<file path="config.mk">
export PLATFORM = sky130hd
export DESIGN_NAME = bkp_top
export DESIGN_NICKNAME = d
export VERILOG_FILES = /design/src/pkg/bkp_pkg.sv /design/src/pkg/bkp_cmp_if.sv /design/src/bkp_cmp.sv /design/src/bkp_irq.sv /design/src/bkp_top.sv
export SDC_FILE = /design/constraint.sdc
export NUM_CORES = 1
export LEC_CHECK = 0
export BUFFER_PORTS_ARGS = -buffer_cell sky130_fd_sc_hd__buf_2
export CAP_MARGIN = 20
export CELL_PAD_IN_SITES_DETAIL_PLACEMENT = 1
export CELL_PAD_IN_SITES_GLOBAL_PLACEMENT = 2
export CORE_AREA = 2 2 98 100
export CTS_BUF_LIST = sky130_fd_sc_hd__clkbuf_2
export DETAILED_ROUTE_END_ITERATION = 7
export DIE_AREA = 0 0 100 102
export PLACE_DENSITY = 0.77
export SLEW_MARGIN = 20
export SYNTH_ARGS = -nofsm -noshare
export SYNTH_HDL_FRONTEND = slang
export SYNTH_HIERARCHICAL = 1
export SYNTH_SLANG_ARGS = --single-unit
</file>
<file path="constraint.sdc">
create_clock -name clk_i -period 2.35 [get_ports clk_i]
set_input_delay 0.3525 -clock clk_i [delete_from_list [all_inputs] [get_ports clk_i]]
set_output_delay 0.3525 -clock clk_i [all_outputs]
set_load 0.01 [all_outputs]
</file>
<file path="src/pkg/bkp_pkg.sv">
// Constants, register map and types of the address breakpoint unit
package bkp_pkg;

  // Wishbone widths
  localparam int ADR_W = 18;
  localparam int DAT_W = 32;

  // Register indices; byte address is four times the index
  localparam logic [15:0] IDX_WAKE_STATUS = 16'hFE00;
  localparam logic [15:0] IDX_FLAG_CLEAR  = 16'hFE03;
  localparam logic [15:0] IDX_BP_HIGH     = 16'hFE0C;
  localparam logic [15:0] IDX_BP_LOW      = 16'hFE0D;
  localparam logic [15:0] IDX_STATUS_CTRL = 16'hFE0E;
  localparam logic [15:0] IDX_INT_STATUS  = 16'hFE10;
  localparam logic [15:0] IDX_INT_MASK    = 16'hFE11;

  // Field positions
  localparam int BIT_BP_ENABLE     = 7;
  localparam int BIT_BREAK_ACTIVE  = 6;
  localparam int BIT_EXITED_LP     = 1;
  localparam int BIT_CLEAR_FLAG_EN = 7;

  // Interrupt status layout
  localparam int INT_W     = 3;
  localparam int INT_MATCH = 0;
  localparam int INT_BREAK = 1;
  localparam int INT_WAKE  = 2;

  // Values after reset
  localparam logic [7:0]       RST_BYTE = 8'h00;
  localparam logic [15:0]      RST_ADDR = 16'h0000;
  localparam logic [INT_W-1:0] RST_INT  = 3'h0;
  localparam logic [DAT_W-1:0] RST_DATA = 32'h0000_0000;

  typedef enum logic [1:0] {
    BKP_IDLE,
    BKP_PENDING,
    BKP_ACTIVE
  } bkp_state_e;

endpackage : bkp_pkg

</file>
<file path="src/pkg/bkp_cmp_if.sv">
// Signals between the control logic and the address comparator
`timescale 1ns/1ns
interface bkp_cmp_if;
  logic [15:0] cpu_addr;
  logic [15:0] bp_addr;
  logic        bus_cycle;
  logic        enable;
  logic        match;

  modport cmp (
    input  cpu_addr,
    input  bp_addr,
    input  bus_cycle,
    input  enable,
    output match
  );

  modport ctl (
    output cpu_addr,
    output bp_addr,
    output bus_cycle,
    output enable,
    input  match
  );
endinterface : bkp_cmp_if

</file>
<file path="src/bkp_cmp.sv">
// Sixteen-bit breakpoint address comparator
`timescale 1ns/1ns
module bkp_cmp (
  input  wire logic clk_i,    // System clock
  input  wire logic rst_i,    // Synchronous reset, active high
  bkp_cmp_if.cmp    cmp_if    // Compare inputs and match pulse
);

  // One-cycle pulse per matching bus cycle
  always_ff @(posedge clk_i) begin
    if (rst_i) begin
      cmp_if.match <= 1'b0;
    end else begin
      cmp_if.match <= cmp_if.bus_cycle & cmp_if.enable &
                      (cmp_if.cpu_addr == cmp_if.bp_addr);
    end
  end

endmodule : bkp_cmp

</file>
<file path="src/bkp_irq.sv">
// Sticky interrupt status, mask and level interrupt output
`timescale 1ns/1ns
module bkp_irq (
  input  wire logic                     clk_i,     // System clock
  input  wire logic                     rst_i,     // Sync reset, high
  input  wire logic [bkp_pkg::INT_W-1:0] event_i,  // Event pulses
  input  wire logic                     wr_stat_i, // Status write strobe
  input  wire logic                     wr_mask_i, // Mask write strobe
  input  wire logic [bkp_pkg::INT_W-1:0] wdata_i,  // Write data
  output logic      [bkp_pkg::INT_W-1:0] status_o, // Sticky status
  output logic      [bkp_pkg::INT_W-1:0] mask_o,   // Mask register
  output logic                          irq_o      // Level interrupt
);

  logic [bkp_pkg::INT_W-1:0] status_nxt;

  // Write one to clear; a new event wins over the clear
  always_comb begin
    status_nxt = status_o;
    if (wr_stat_i) begin
      status_nxt = status_nxt & ~wdata_i;
    end
    status_nxt = status_nxt | event_i;
  end

  always_ff @(posedge clk_i) begin
    if (rst_i) begin
      status_o <= bkp_pkg::RST_INT;
    end else begin
      status_o <= status_nxt;
    end
  end

  always_ff @(posedge clk_i) begin
    if (rst_i) begin
      mask_o <= bkp_pkg::RST_INT;
    end else if (wr_mask_i) begin
      mask_o <= wdata_i;
    end
  end

  always_ff @(posedge clk_i) begin
    if (rst_i) begin
      irq_o <= 1'b0;
    end else begin
      irq_o <= |(status_nxt & (wr_mask_i ? wdata_i : mask_o));
    end
  end

endmodule : bkp_irq

</file>
<file path="src/bkp_top.sv">
// Address breakpoint unit with Wishbone register access
// How it works
// - Enabled breakpoint raises a break when all sixteen address bits match.
// - Enable is bit 7 of status/control, read/write, reset to zero.
// - Break active bit sets on an enabled match, reads back one.
// - Software writing one to break active forces a break request.
// - Writing zero clears break active; reset clears it too.
// - Breakpoint address held as high and low byte registers.
// - Reset clears both breakpoint address bytes.
// - Flag sets when a break takes the part out of stop or wait.
// - Low-power exit flag clears on zero write, resets to zero, readable.
// - In break state status clearing is allowed only with clear-flag enable.
// - Flag clear control register holds clear-flag enable in bit 7.
// - Break starts after current instruction, at once on its last cycle.
// - Timer counters are told to stop while a break is active.
//
// Decided for this implementation: the Wishbone slave port.
`timescale 1ns/1ns
module bkp_top (
  input  wire logic                      clk_i,       // System clock
  input  wire logic                      rst_i,       // Sync reset, high
  input  wire logic                      wb_cyc_i,    // Wishbone cycle
  input  wire logic                      wb_stb_i,    // Wishbone strobe
  input  wire logic                      wb_we_i,     // Write enable
  input  wire logic [bkp_pkg::ADR_W-1:0] wb_adr_i,    // Byte address
  input  wire logic [3:0]                wb_sel_i,    // Byte selects
  input  wire logic [bkp_pkg::DAT_W-1:0] wb_dat_i,    // Write data
  output logic      [bkp_pkg::DAT_W-1:0] wb_dat_o,    // Read data
  output logic                           wb_ack_o,    // Acknowledge
  input  wire logic [15:0]               cpu_addr_i,  // CPU address
  input  wire logic                      cpu_cycle_i, // Address valid
  input  wire logic                      cpu_last_i,  // Last instr cycle
  input  wire logic                      cpu_rti_i,   // Return executed
  input  wire logic                      cpu_lowpwr_i,// In stop or wait
  output logic                           bkp_match_o, // Match pulse
  output logic                           brk_start_o, // Break start pulse
  output logic                           brk_state_o, // In break state
  output logic                           timer_stop_o,// Stop timers
  output logic                           clr_allow_o, // Flag clear allowed
  output logic                           irq_o        // Interrupt level
);

  bkp_cmp_if cmp_if ();

  logic [7:0]                bp_high_r;
  logic [7:0]                bp_low_r;
  logic                      bp_enable_r;
  logic                      break_active_r;
  logic                      exited_lp_r;
  logic                      clear_flag_en_r;
  logic                      last_d_r;
  logic                      brk_start_r;
  logic                      in_break_r;
  logic                      clr_allow_r;
  logic                      ack_r;
  logic [bkp_pkg::DAT_W-1:0] rdata_r;
  bkp_pkg::bkp_state_e       state_r;
  bkp_pkg::bkp_state_e       state_nxt;
  logic                      start_nxt;
  logic                      req;
  logic                      wr;
  logic [7:0]                wbyte;
  logic                      sw_force;
  logic                      ev_any;
  logic                      ev_now;
  logic [bkp_pkg::INT_W-1:0] int_status;
  logic [bkp_pkg::INT_W-1:0] int_mask;
  logic [bkp_pkg::INT_W-1:0] int_event;

  // Register index decode
  function automatic logic hit(input logic [bkp_pkg::ADR_W-1:0] adr,
                               input logic [15:0]               idx);
    hit = (adr[bkp_pkg::ADR_W-1:2] == idx);
  endfunction : hit

  assign req   = wb_cyc_i & wb_stb_i & ~ack_r;
  assign wr    = req & wb_we_i & wb_sel_i[0];
  assign wbyte = wb_dat_i[7:0];

  // Comparator connection
  assign cmp_if.cpu_addr  = cpu_addr_i;
  assign cmp_if.bp_addr   = {bp_high_r, bp_low_r};
  assign cmp_if.bus_cycle = cpu_cycle_i;
  assign cmp_if.enable    = bp_enable_r;

  bkp_cmp u_cmp (
    .clk_i  (clk_i),
    .rst_i  (rst_i),
    .cmp_if (cmp_if)
  );

  assign sw_force = wr & hit(wb_adr_i, bkp_pkg::IDX_STATUS_CTRL) &
                    wbyte[bkp_pkg::BIT_BREAK_ACTIVE];
  assign ev_any   = cmp_if.match | sw_force;
  // Match pulse trails the compare by one cycle, so use delayed last flag
  assign ev_now   = (cmp_if.match & last_d_r) |
                    (sw_force & cpu_last_i);

  // Break sequencing
  always_comb begin
    state_nxt = state_r;
    start_nxt = 1'b0;
    unique case (state_r)
      bkp_pkg::BKP_IDLE: begin
        if (ev_now) begin
          state_nxt = bkp_pkg::BKP_ACTIVE;
          start_nxt = 1'b1;
        end else if (ev_any) begin
          state_nxt = bkp_pkg::BKP_PENDING;
        end
      end
      bkp_pkg::BKP_PENDING: begin
        if (cpu_last_i) begin
          state_nxt = bkp_pkg::BKP_ACTIVE;
          start_nxt = 1'b1;
        end
      end
      bkp_pkg::BKP_ACTIVE: begin
        if (cpu_rti_i) begin
          state_nxt = bkp_pkg::BKP_IDLE;
        end
      end
    endcase
  end

  always_ff @(posedge clk_i) begin
    if (rst_i) begin
      state_r     <= bkp_pkg::BKP_IDLE;
      brk_start_r <= 1'b0;
      in_break_r  <= 1'b0;
      last_d_r    <= 1'b0;
    end else begin
      state_r     <= state_nxt;
      brk_start_r <= start_nxt;
      in_break_r  <= (state_nxt == bkp_pkg::BKP_ACTIVE);
      last_d_r    <= cpu_last_i;
    end
  end

  // Status bits may be cleared outside break or with the enable set
  always_ff @(posedge clk_i) begin
    if (rst_i) begin
      clr_allow_r <= 1'b1;
    end else begin
      clr_allow_r <= (state_nxt != bkp_pkg::BKP_ACTIVE) |
                     clear_flag_en_r;
    end
  end

  // Breakpoint address bytes
  always_ff @(posedge clk_i) begin
    if (rst_i) begin
      bp_high_r <= bkp_pkg::RST_BYTE;
      bp_low_r  <= bkp_pkg::RST_BYTE;
    end else begin
      if (wr & hit(wb_adr_i, bkp_pkg::IDX_BP_HIGH)) begin
        bp_high_r <= wbyte;
      end
      if (wr & hit(wb_adr_i, bkp_pkg::IDX_BP_LOW)) begin
        bp_low_r <= wbyte;
      end
    end
  end

  // Enable and break active
  always_ff @(posedge clk_i) begin
    if (rst_i) begin
      bp_enable_r    <= 1'b0;
      break_active_r <= 1'b0;
    end else begin
      if (wr & hit(wb_adr_i, bkp_pkg::IDX_STATUS_CTRL)) begin
        bp_enable_r <= wbyte[bkp_pkg::BIT_BP_ENABLE];
      end
      if (cmp_if.match) begin
        break_active_r <= 1'b1;
      end else if (wr & hit(wb_adr_i, bkp_pkg::IDX_STATUS_CTRL)) begin
        break_active_r <= wbyte[bkp_pkg::BIT_BREAK_ACTIVE];
      end
    end
  end

  // Low-power exit flag; a new exit wins over a clearing write
  always_ff @(posedge clk_i) begin
    if (rst_i) begin
      exited_lp_r <= 1'b0;
    end else if (start_nxt & cpu_lowpwr_i) begin
      exited_lp_r <= 1'b1;
    end else if (wr & hit(wb_adr_i, bkp_pkg::IDX_WAKE_STATUS) &
                 ~wbyte[bkp_pkg::BIT_EXITED_LP]) begin
      exited_lp_r <= 1'b0;
    end
  end

  always_ff @(posedge clk_i) begin
    if (rst_i) begin
      clear_flag_en_r <= 1'b0;
    end else if (wr & hit(wb_adr_i, bkp_pkg::IDX_FLAG_CLEAR)) begin
      clear_flag_en_r <= wbyte[bkp_pkg::BIT_CLEAR_FLAG_EN];
    end
  end

  // Interrupt events
  assign int_event[bkp_pkg::INT_MATCH] = cmp_if.match;
  assign int_event[bkp_pkg::INT_BREAK] = start_nxt;
  assign int_event[bkp_pkg::INT_WAKE]  = start_nxt & cpu_lowpwr_i;

  bkp_irq u_irq (
    .clk_i     (clk_i),
    .rst_i     (rst_i),
    .event_i   (int_event),
    .wr_stat_i (wr & hit(wb_adr_i, bkp_pkg::IDX_INT_STATUS)),
    .wr_mask_i (wr & hit(wb_adr_i, bkp_pkg::IDX_INT_MASK)),
    .wdata_i   (wbyte[bkp_pkg::INT_W-1:0]),
    .status_o  (int_status),
    .mask_o    (int_mask),
    .irq_o     (irq_o)
  );

  // Bus answer: one wait state, unmapped reads give zero
  always_ff @(posedge clk_i) begin
    if (rst_i) begin
      ack_r   <= 1'b0;
      rdata_r <= bkp_pkg::RST_DATA;
    end else begin
      ack_r   <= req;
      rdata_r <= bkp_pkg::RST_DATA;
      if (req & ~wb_we_i) begin
        if (hit(wb_adr_i, bkp_pkg::IDX_STATUS_CTRL)) begin
          rdata_r[bkp_pkg::BIT_BP_ENABLE]    <= bp_enable_r;
          rdata_r[bkp_pkg::BIT_BREAK_ACTIVE] <= break_active_r;
        end else if (hit(wb_adr_i, bkp_pkg::IDX_BP_HIGH)) begin
          rdata_r[7:0] <= bp_high_r;
        end else if (hit(wb_adr_i, bkp_pkg::IDX_BP_LOW)) begin
          rdata_r[7:0] <= bp_low_r;
        end else if (hit(wb_adr_i, bkp_pkg::IDX_WAKE_STATUS)) begin
          rdata_r[bkp_pkg::BIT_EXITED_LP] <= exited_lp_r;
        end else if (hit(wb_adr_i, bkp_pkg::IDX_FLAG_CLEAR)) begin
          rdata_r[bkp_pkg::BIT_CLEAR_FLAG_EN] <= clear_flag_en_r;
        end else if (hit(wb_adr_i, bkp_pkg::IDX_INT_STATUS)) begin
          rdata_r[bkp_pkg::INT_W-1:0] <= int_status;
        end else if (hit(wb_adr_i, bkp_pkg::IDX_INT_MASK)) begin
          rdata_r[bkp_pkg::INT_W-1:0] <= int_mask;
        end
      end
    end
  end

  assign wb_ack_o     = ack_r;
  assign wb_dat_o     = rdata_r;
  assign bkp_match_o  = cmp_if.match;
  assign brk_start_o  = brk_start_r;
  assign brk_state_o  = in_break_r;
  assign timer_stop_o = in_break_r;
  assign clr_allow_o  = clr_allow_r;

endmodule : bkp_top
</file>
* After elaboration in Yosys (flattened, before gate mapping)
Cells that the tools add are included.
Word-level totals: bits in latches 0, bits in writable memories 0, bits in registers 67, word-level logic and storage cells 94, memories kept 0, input port bits 79, bits in read-only memories 0, output and inout port bits 39
Cells by class: equality and inequality tests 12, bitwise gates (word level) 30, multiplexer cells 27, $mul 0, shift operators 0, reductions and logical operators 6, add/sub/neg operators 0, divide/modulo/power cells 0, $lt $le $gt $ge 0
Operators with widths (count):
- $eq A16 B16 Y1 const B | 7
- $and A1 B1 Y1 | 19
- $mux W3 | 6
- $eq A16 B16 Y1 | 1
- $mux W1 | 12
- $mux W2 | 5
- $mux W8 | 1
- $and A3 B3 Y3 | 2
- $pmux W2 S3 | 1
- $reduce_or A3 Y1 | 2
- $eq A2 B2 Y1 const B | 2
- $mux W4 | 1
- $not A1 Y1 | 4
- $reduce_bool A2 Y1 | 2
- $not A3 Y3 | 1
- $or A1 B1 Y1 | 3
- $or A3 B3 Y3 | 1
- $eq A2 B1 Y1 const B | 1
- $logic_not A2 Y1 | 1
- $ne A2 B2 Y1 const B | 1
- $pmux W1 S2 | 1
- $reduce_or A2 Y1 | 1

* Longest topological paths before layout
word-level depth 14, depth in mapped cells 8, mapped depth without buffers 7

* Hierarchy
Netlist, hierarchy kept.
By module, submodules not included:
- bkp_top | times used 1, cells each 210, seq. area each 700.7 sq um, area each 1843.0 sq um
- bkp_irq | times used 1, cells each 27, seq. area each 140.1 sq um, area each 264.0 sq um
- bkp_cmp | times used 1, cells each 24, seq. area each 20.0 sq um, area each 206.4 sq um

* Worst setup path after synthesis
OpenSTA, ideal clock, no wires.
path type input to register, start input wb_adr_i[7] (netlist name), end register u_irq.irq_o, arrival 1844 ps, data required time 2220 ps, setup time 130 ps, slack 376 ps, stages on the path 7, path buffers 0, cell sequence nor4b_1 > nand4_1 > nor2b_1 > nor2b_1 > mux2_2 > o211ai_1 > o221ai_2
Between the ends: word-level cells in the longest chain between the ends 11, elaborated cells on any way between the ends 17, classes of those cells eq/ne: 3; mux: 4; bitwise: 9; reduce/logical: 1
RTL lines:
- start: declaration | line bkp_top.sv:25 | input wire logic [bkp_pkg::ADR_W-1:0] wb_adr_i,
- $eq A16 B16 Y1 | line bkp_top.sv:73 | hit = (adr[bkp_pkg::ADR_W-1:2] == idx);
- $and A1 B1 Y1 (2 in series) | line bkp_top.sv:92 | assign sw_force = wr & hit(wb_adr_i, bkp_pkg::IDX_STATUS_CTRL) &
- $and A1 B1 Y1 | line bkp_top.sv:97 | (sw_force & cpu_last_i);
- $or A1 B1 Y1 | line bkp_top.sv:96 | assign ev_now = (cmp_if.match & last_d_r) |
- $mux W1 | line bkp_top.sv:105 | if (ev_now) begin
- $pmux W1 S2 | line bkp_top.sv:103 | unique case (state_r)
- $and A1 B1 Y1 | line bkp_top.sv:205 | assign int_event[bkp_pkg::INT_WAKE] = start_nxt & cpu_lowpwr_i;
- $or A3 B3 Y3 | line bkp_irq.sv:23 | status_nxt = status_nxt | event_i;
- $and A3 B3 Y3 (*) | line bkp_irq.sv:46 | irq_o <= |(status_nxt & (wr_mask_i ? wdata_i : mask_o));
- $reduce_or A3 Y1 (*) | line bkp_irq.sv:46
- end signal: assignment | line bkp_irq.sv:46
- end: declaration | line bkp_irq.sv:12 | output logic irq_o
Mark *: on every way between the ends. The rest lies on a longest branch, timed or not. A chain may end at the register's enable or synchronous reset.

* Final worst setup path
start register ack_r (netlist: wb_ack_o), end register u_irq.irq_o
Between the ends: word-level cells in the longest chain between the ends 14, elaborated cells on any way between the ends 18, classes of those cells mux: 4; bitwise: 13; reduce/logical: 1
RTL lines:
- start: declaration | line bkp_top.sv:55 | logic ack_r;
- start signal: assignment | line bkp_top.sv:225 | ack_r <= req;
- $not A1 Y1 | line bkp_top.sv:76 | assign req = wb_cyc_i & wb_stb_i & ~ack_r;
- $and A1 B1 Y1 | line bkp_top.sv:76
- $and A1 B1 Y1 (2 in series) | line bkp_top.sv:77 | assign wr = req & wb_we_i & wb_sel_i[0];
- $and A1 B1 Y1 (2 in series) | line bkp_top.sv:92
- $and A1 B1 Y1 | line bkp_top.sv:97
- $or A1 B1 Y1 | line bkp_top.sv:96
- $mux W1 | line bkp_top.sv:105
- $pmux W1 S2 | line bkp_top.sv:103
- $and A1 B1 Y1 | line bkp_top.sv:205
- named net int_event, one bit | line bkp_top.sv:68 | logic [bkp_pkg::INT_W-1:0] int_event;
- $or A3 B3 Y3 | line bkp_irq.sv:23
- $and A3 B3 Y3 | line bkp_irq.sv:46
- $reduce_or A3 Y1 | line bkp_irq.sv:46
The timed path passes the listed nets, and every way through them passes these cells.

==> summary.md <==
| Metric | Value |
|---|---|
| Final Setup Violations | 0 |
| Worst Path Buf+Inv | 0 |
| Critical Path RT | 2.67 ns |
| Pre-antenna DRT Iters | 4 |
| Clock sink count | 43 |
| CP peak stage delay | 0.41 ns |
| CTS Hold Bufs | 0 |
| Placer congestion estimate | 0.747 |
| Antenna Nets Post-Route | 0 |
| Library cells used by synthesis | 50 |
| Post-synth EDFFs | 0 |
| Top Metal Used | met4 |
| Post-route setup TNS | 0 ns |
| Nets | 415 |
| CP Data Arrival Time | 2.35 ns |
| Hold Path Class | primary input to register |
| Setup bufs post-CTS | 0 |
| Clk_lat worst skew | 0.40 ns |
| Area growth syn-to-layout | 19.5% |
| Clock Tree Buf Depth | 2 |
| Sequential area share after synthesis | 37.2% |
| Hold_ws | 0.199 ns |
| Startpoint types | register |
| Final min period | 2.03 ns |
| Final Instance Area | 0.00277 mm2 |
| Htree depth | 2 |
| CTS buffer count | 5 |
| Post-Syn Instances | 261 |
| Std cell rows | 35 |
| 1st-iter DRT viols | 47 |
| WL met1 | 3.12 mm |
| CP endpoint kind | register |
| Share of the synthesized area in the top cell type | 37.2% |
| Die extent in x | 100 um |
| Pin count of the biggest net entering global routing | 34 |
| Setup ws final | 0.322 ns |
| Wirelength, routed | 6.39 mm |
| Fmax | 493 MHz |
| Max cap viols | 0 |
| Pre-CTS WS | 0.212 ns |
| Crit-path max FO | 5 |
| Clock share of power | 25.3% |
| Max VDD drop | 0.146 mV |
| Switch Pwr | 341 uW |
| Vias | 1958 |
| Pwr dens | 441 mW/mm2 |
| Dominant cells by area after synthesis | dfxtp_1 37%, mux2i_1 11%, buf_4 8.4% |
| Critical Path, Cell by Cell | nand3b_1 > or2_1 > or3_1 > o211a_1 > nor2b_1 > a21oi_1 > o221ai_2 |
| Via density | 4.40 |
| Kind of cell adding the most delay to the critical path | simple AND/OR/NAND/NOR gates |
| DPL Wire Length | 5.06 mm |
| GRT Util Overall | 12.7% |
| Critical path type | register to register |
| Die height | 102 um |
| Leakage Power | 0.00120 uW |
| Slew Limit Fails | 0 |
| Fraction of layout cells with a size suffix above 1 | 26.3% |
| Area after DPL | 0.00273 mm2 |
| Starting Density | 25.4% |
| Metal2 WL | 2.85 mm |
| Reg2Reg Setup Slack | 0.32 ns |
| Post-route DRC | 0 |
| Flop pwr share | 60.8% |
| CTS tree | yes |
| Ant. Diodes | 0 |
| Top Ports | 118 |
| Hold Vio Cnt, Final | 0 |
| Commonest non-fill, non-tap cell in the layout | buf_2 |
| Clock root buffer | clkbuf_2 |
| First-pass GRT wire length | 10.1 mm |
| Async set-reset flop share out of synthesis | 0% |
| Core Util, Final | 30.4% |
| RSZ-0062 raised after global routing | no |
| Comb pwr share | 13.9% |
| Post-CTS Resized | 0 |
| Predominant post-synthesis flop cell | dfxtp_1 |
| Post-Syn Area | 0.00231 mm2 |
| Syn_area_per_cell | 8.86 um2 |
| Port Buf Inserts | 64 |
| Die area | 0.0102 mm2 |
| Clock-pin slew on the worst setup and hold paths | 0.22 ns |
| Synthesized flop and latch total | 43 |
| Fin crit share | 86.3% |
| Internal | 878 uW |
| WL met3 | 325 um |
| Drt wl/cell | 14.3 um |
| Grt ovf | 0 |
| Crit path max-delay cell type | or3_1 |
| Vias in the first global route | 2037 |
| Core Area | 0.00911 mm2 |
| Warnings, synthesis | 6 |
| Initial antenna violation count | 0 |
| Skew final | 0.0228 ns |
| Commonest non-fill, non-tap cells in the layout | 64 x buf_2, 43 x dfxtp_1, 34 x nor2_1, 25 x mux2i_1, 24 x conb_1 |
| Synth area leader | dfxtp_1 |
| Switching portion of total power | 28.0% |
| Outcome | finished, final reports clean |
## cell families (layout without fill, tap and decap cells)
kind of cell    after synthesis  after routing  synth area share, %
flops                        43             43                 37.2
compound gates               34             34                 10.5
mux                          26             26                 11.3
simple gates                 96             96                 22.0
xor+xnor                     16             16                 6.06
other cells                   1             24                0.162
fa+ha+maj                     3              3                 1.62
buf+inv                      42             92                 11.1
## path summary, 6_finish.rpt
kind	start	to	depth (start not counted)
worst min register to register	clear_flag_en_r	clear_flag_en_r	2
worst min-delay path	wb_dat_i[7]	clear_flag_en_r	3
worst max-delay path	wb_ack_o	u_irq/irq_o	7
worst max register to register	wb_ack_o	u_irq/irq_o	7
## final cells by class
type,count,area (um2)
fill,1116,6340
multi-input combinational,199,1290
sequential,43,861
timing repair buffer,76,410
tap,111,139
clock buffer,6,30.0
inverter,8,30.0
clock inverter,2,7.51
## registers in the layout, summed over array words and instances, names as in the netlist
register            count
state_r                 2
exited_lp_r             1
break_active_r          1
wb_dat_o                8
brk_state_o             1
wb_ack_o                1
bp_high_r               8
clr_allow_o             1
brk_start_o             1
u_cmp/cmp_if.match      1
u_irq/irq_o             1
last_d_r                1
u_irq/mask_o            3
clear_flag_en_r         1
u_irq/status_o          3
bp_enable_r             1
bp_low_r                8
## through the flow
stage               power [uW]  std cells
floorplan                  871        284
global placement           923        437
detailed placement         925        437
CTS                       1240        445
global route              1290        445
finish                    1220        445
## cells in the mapped netlist, types with 3 or more instances
cell and n:
a211oi_1 4, a21oi_1 8, and2_1 3, buf_4 26
clkbuf_1 5, dfxtp_1 43, ha_1 3, inv_1 8
mux2i_1 25, nand2_1 12, nand2b_1 5, nand3_1 3
nand3b_1 3, nor2_1 34, nor2b_1 6, nor3_1 7
nor4_1 5, o21ai_0 4, or2_1 3, or3_1 3
xor2_1 16
## power by group through the flow
stage	Clock (uW)	Combinational, uW	Sequential (uW)
final	308	169	741
after detailed placement	0	169	756
after CTS	332	170	742
after floorplan	0	114	757
after global placement	0	167	756
after global routing	360	192	743
## worst min-delay path, cell delays in order
cell,delay (ns)
buf_2,0.13
nand2_1,0.06
a21oi_1,0.06
## per-layer routing
metal,GRT usage (%),up-vias
met5,0,-
met1,17.1,899
met2,20.6,55
li1,-,997
met4,3.27,0
met3,2.94,7
No activity file was read; power rests on OpenSTA's default activity.
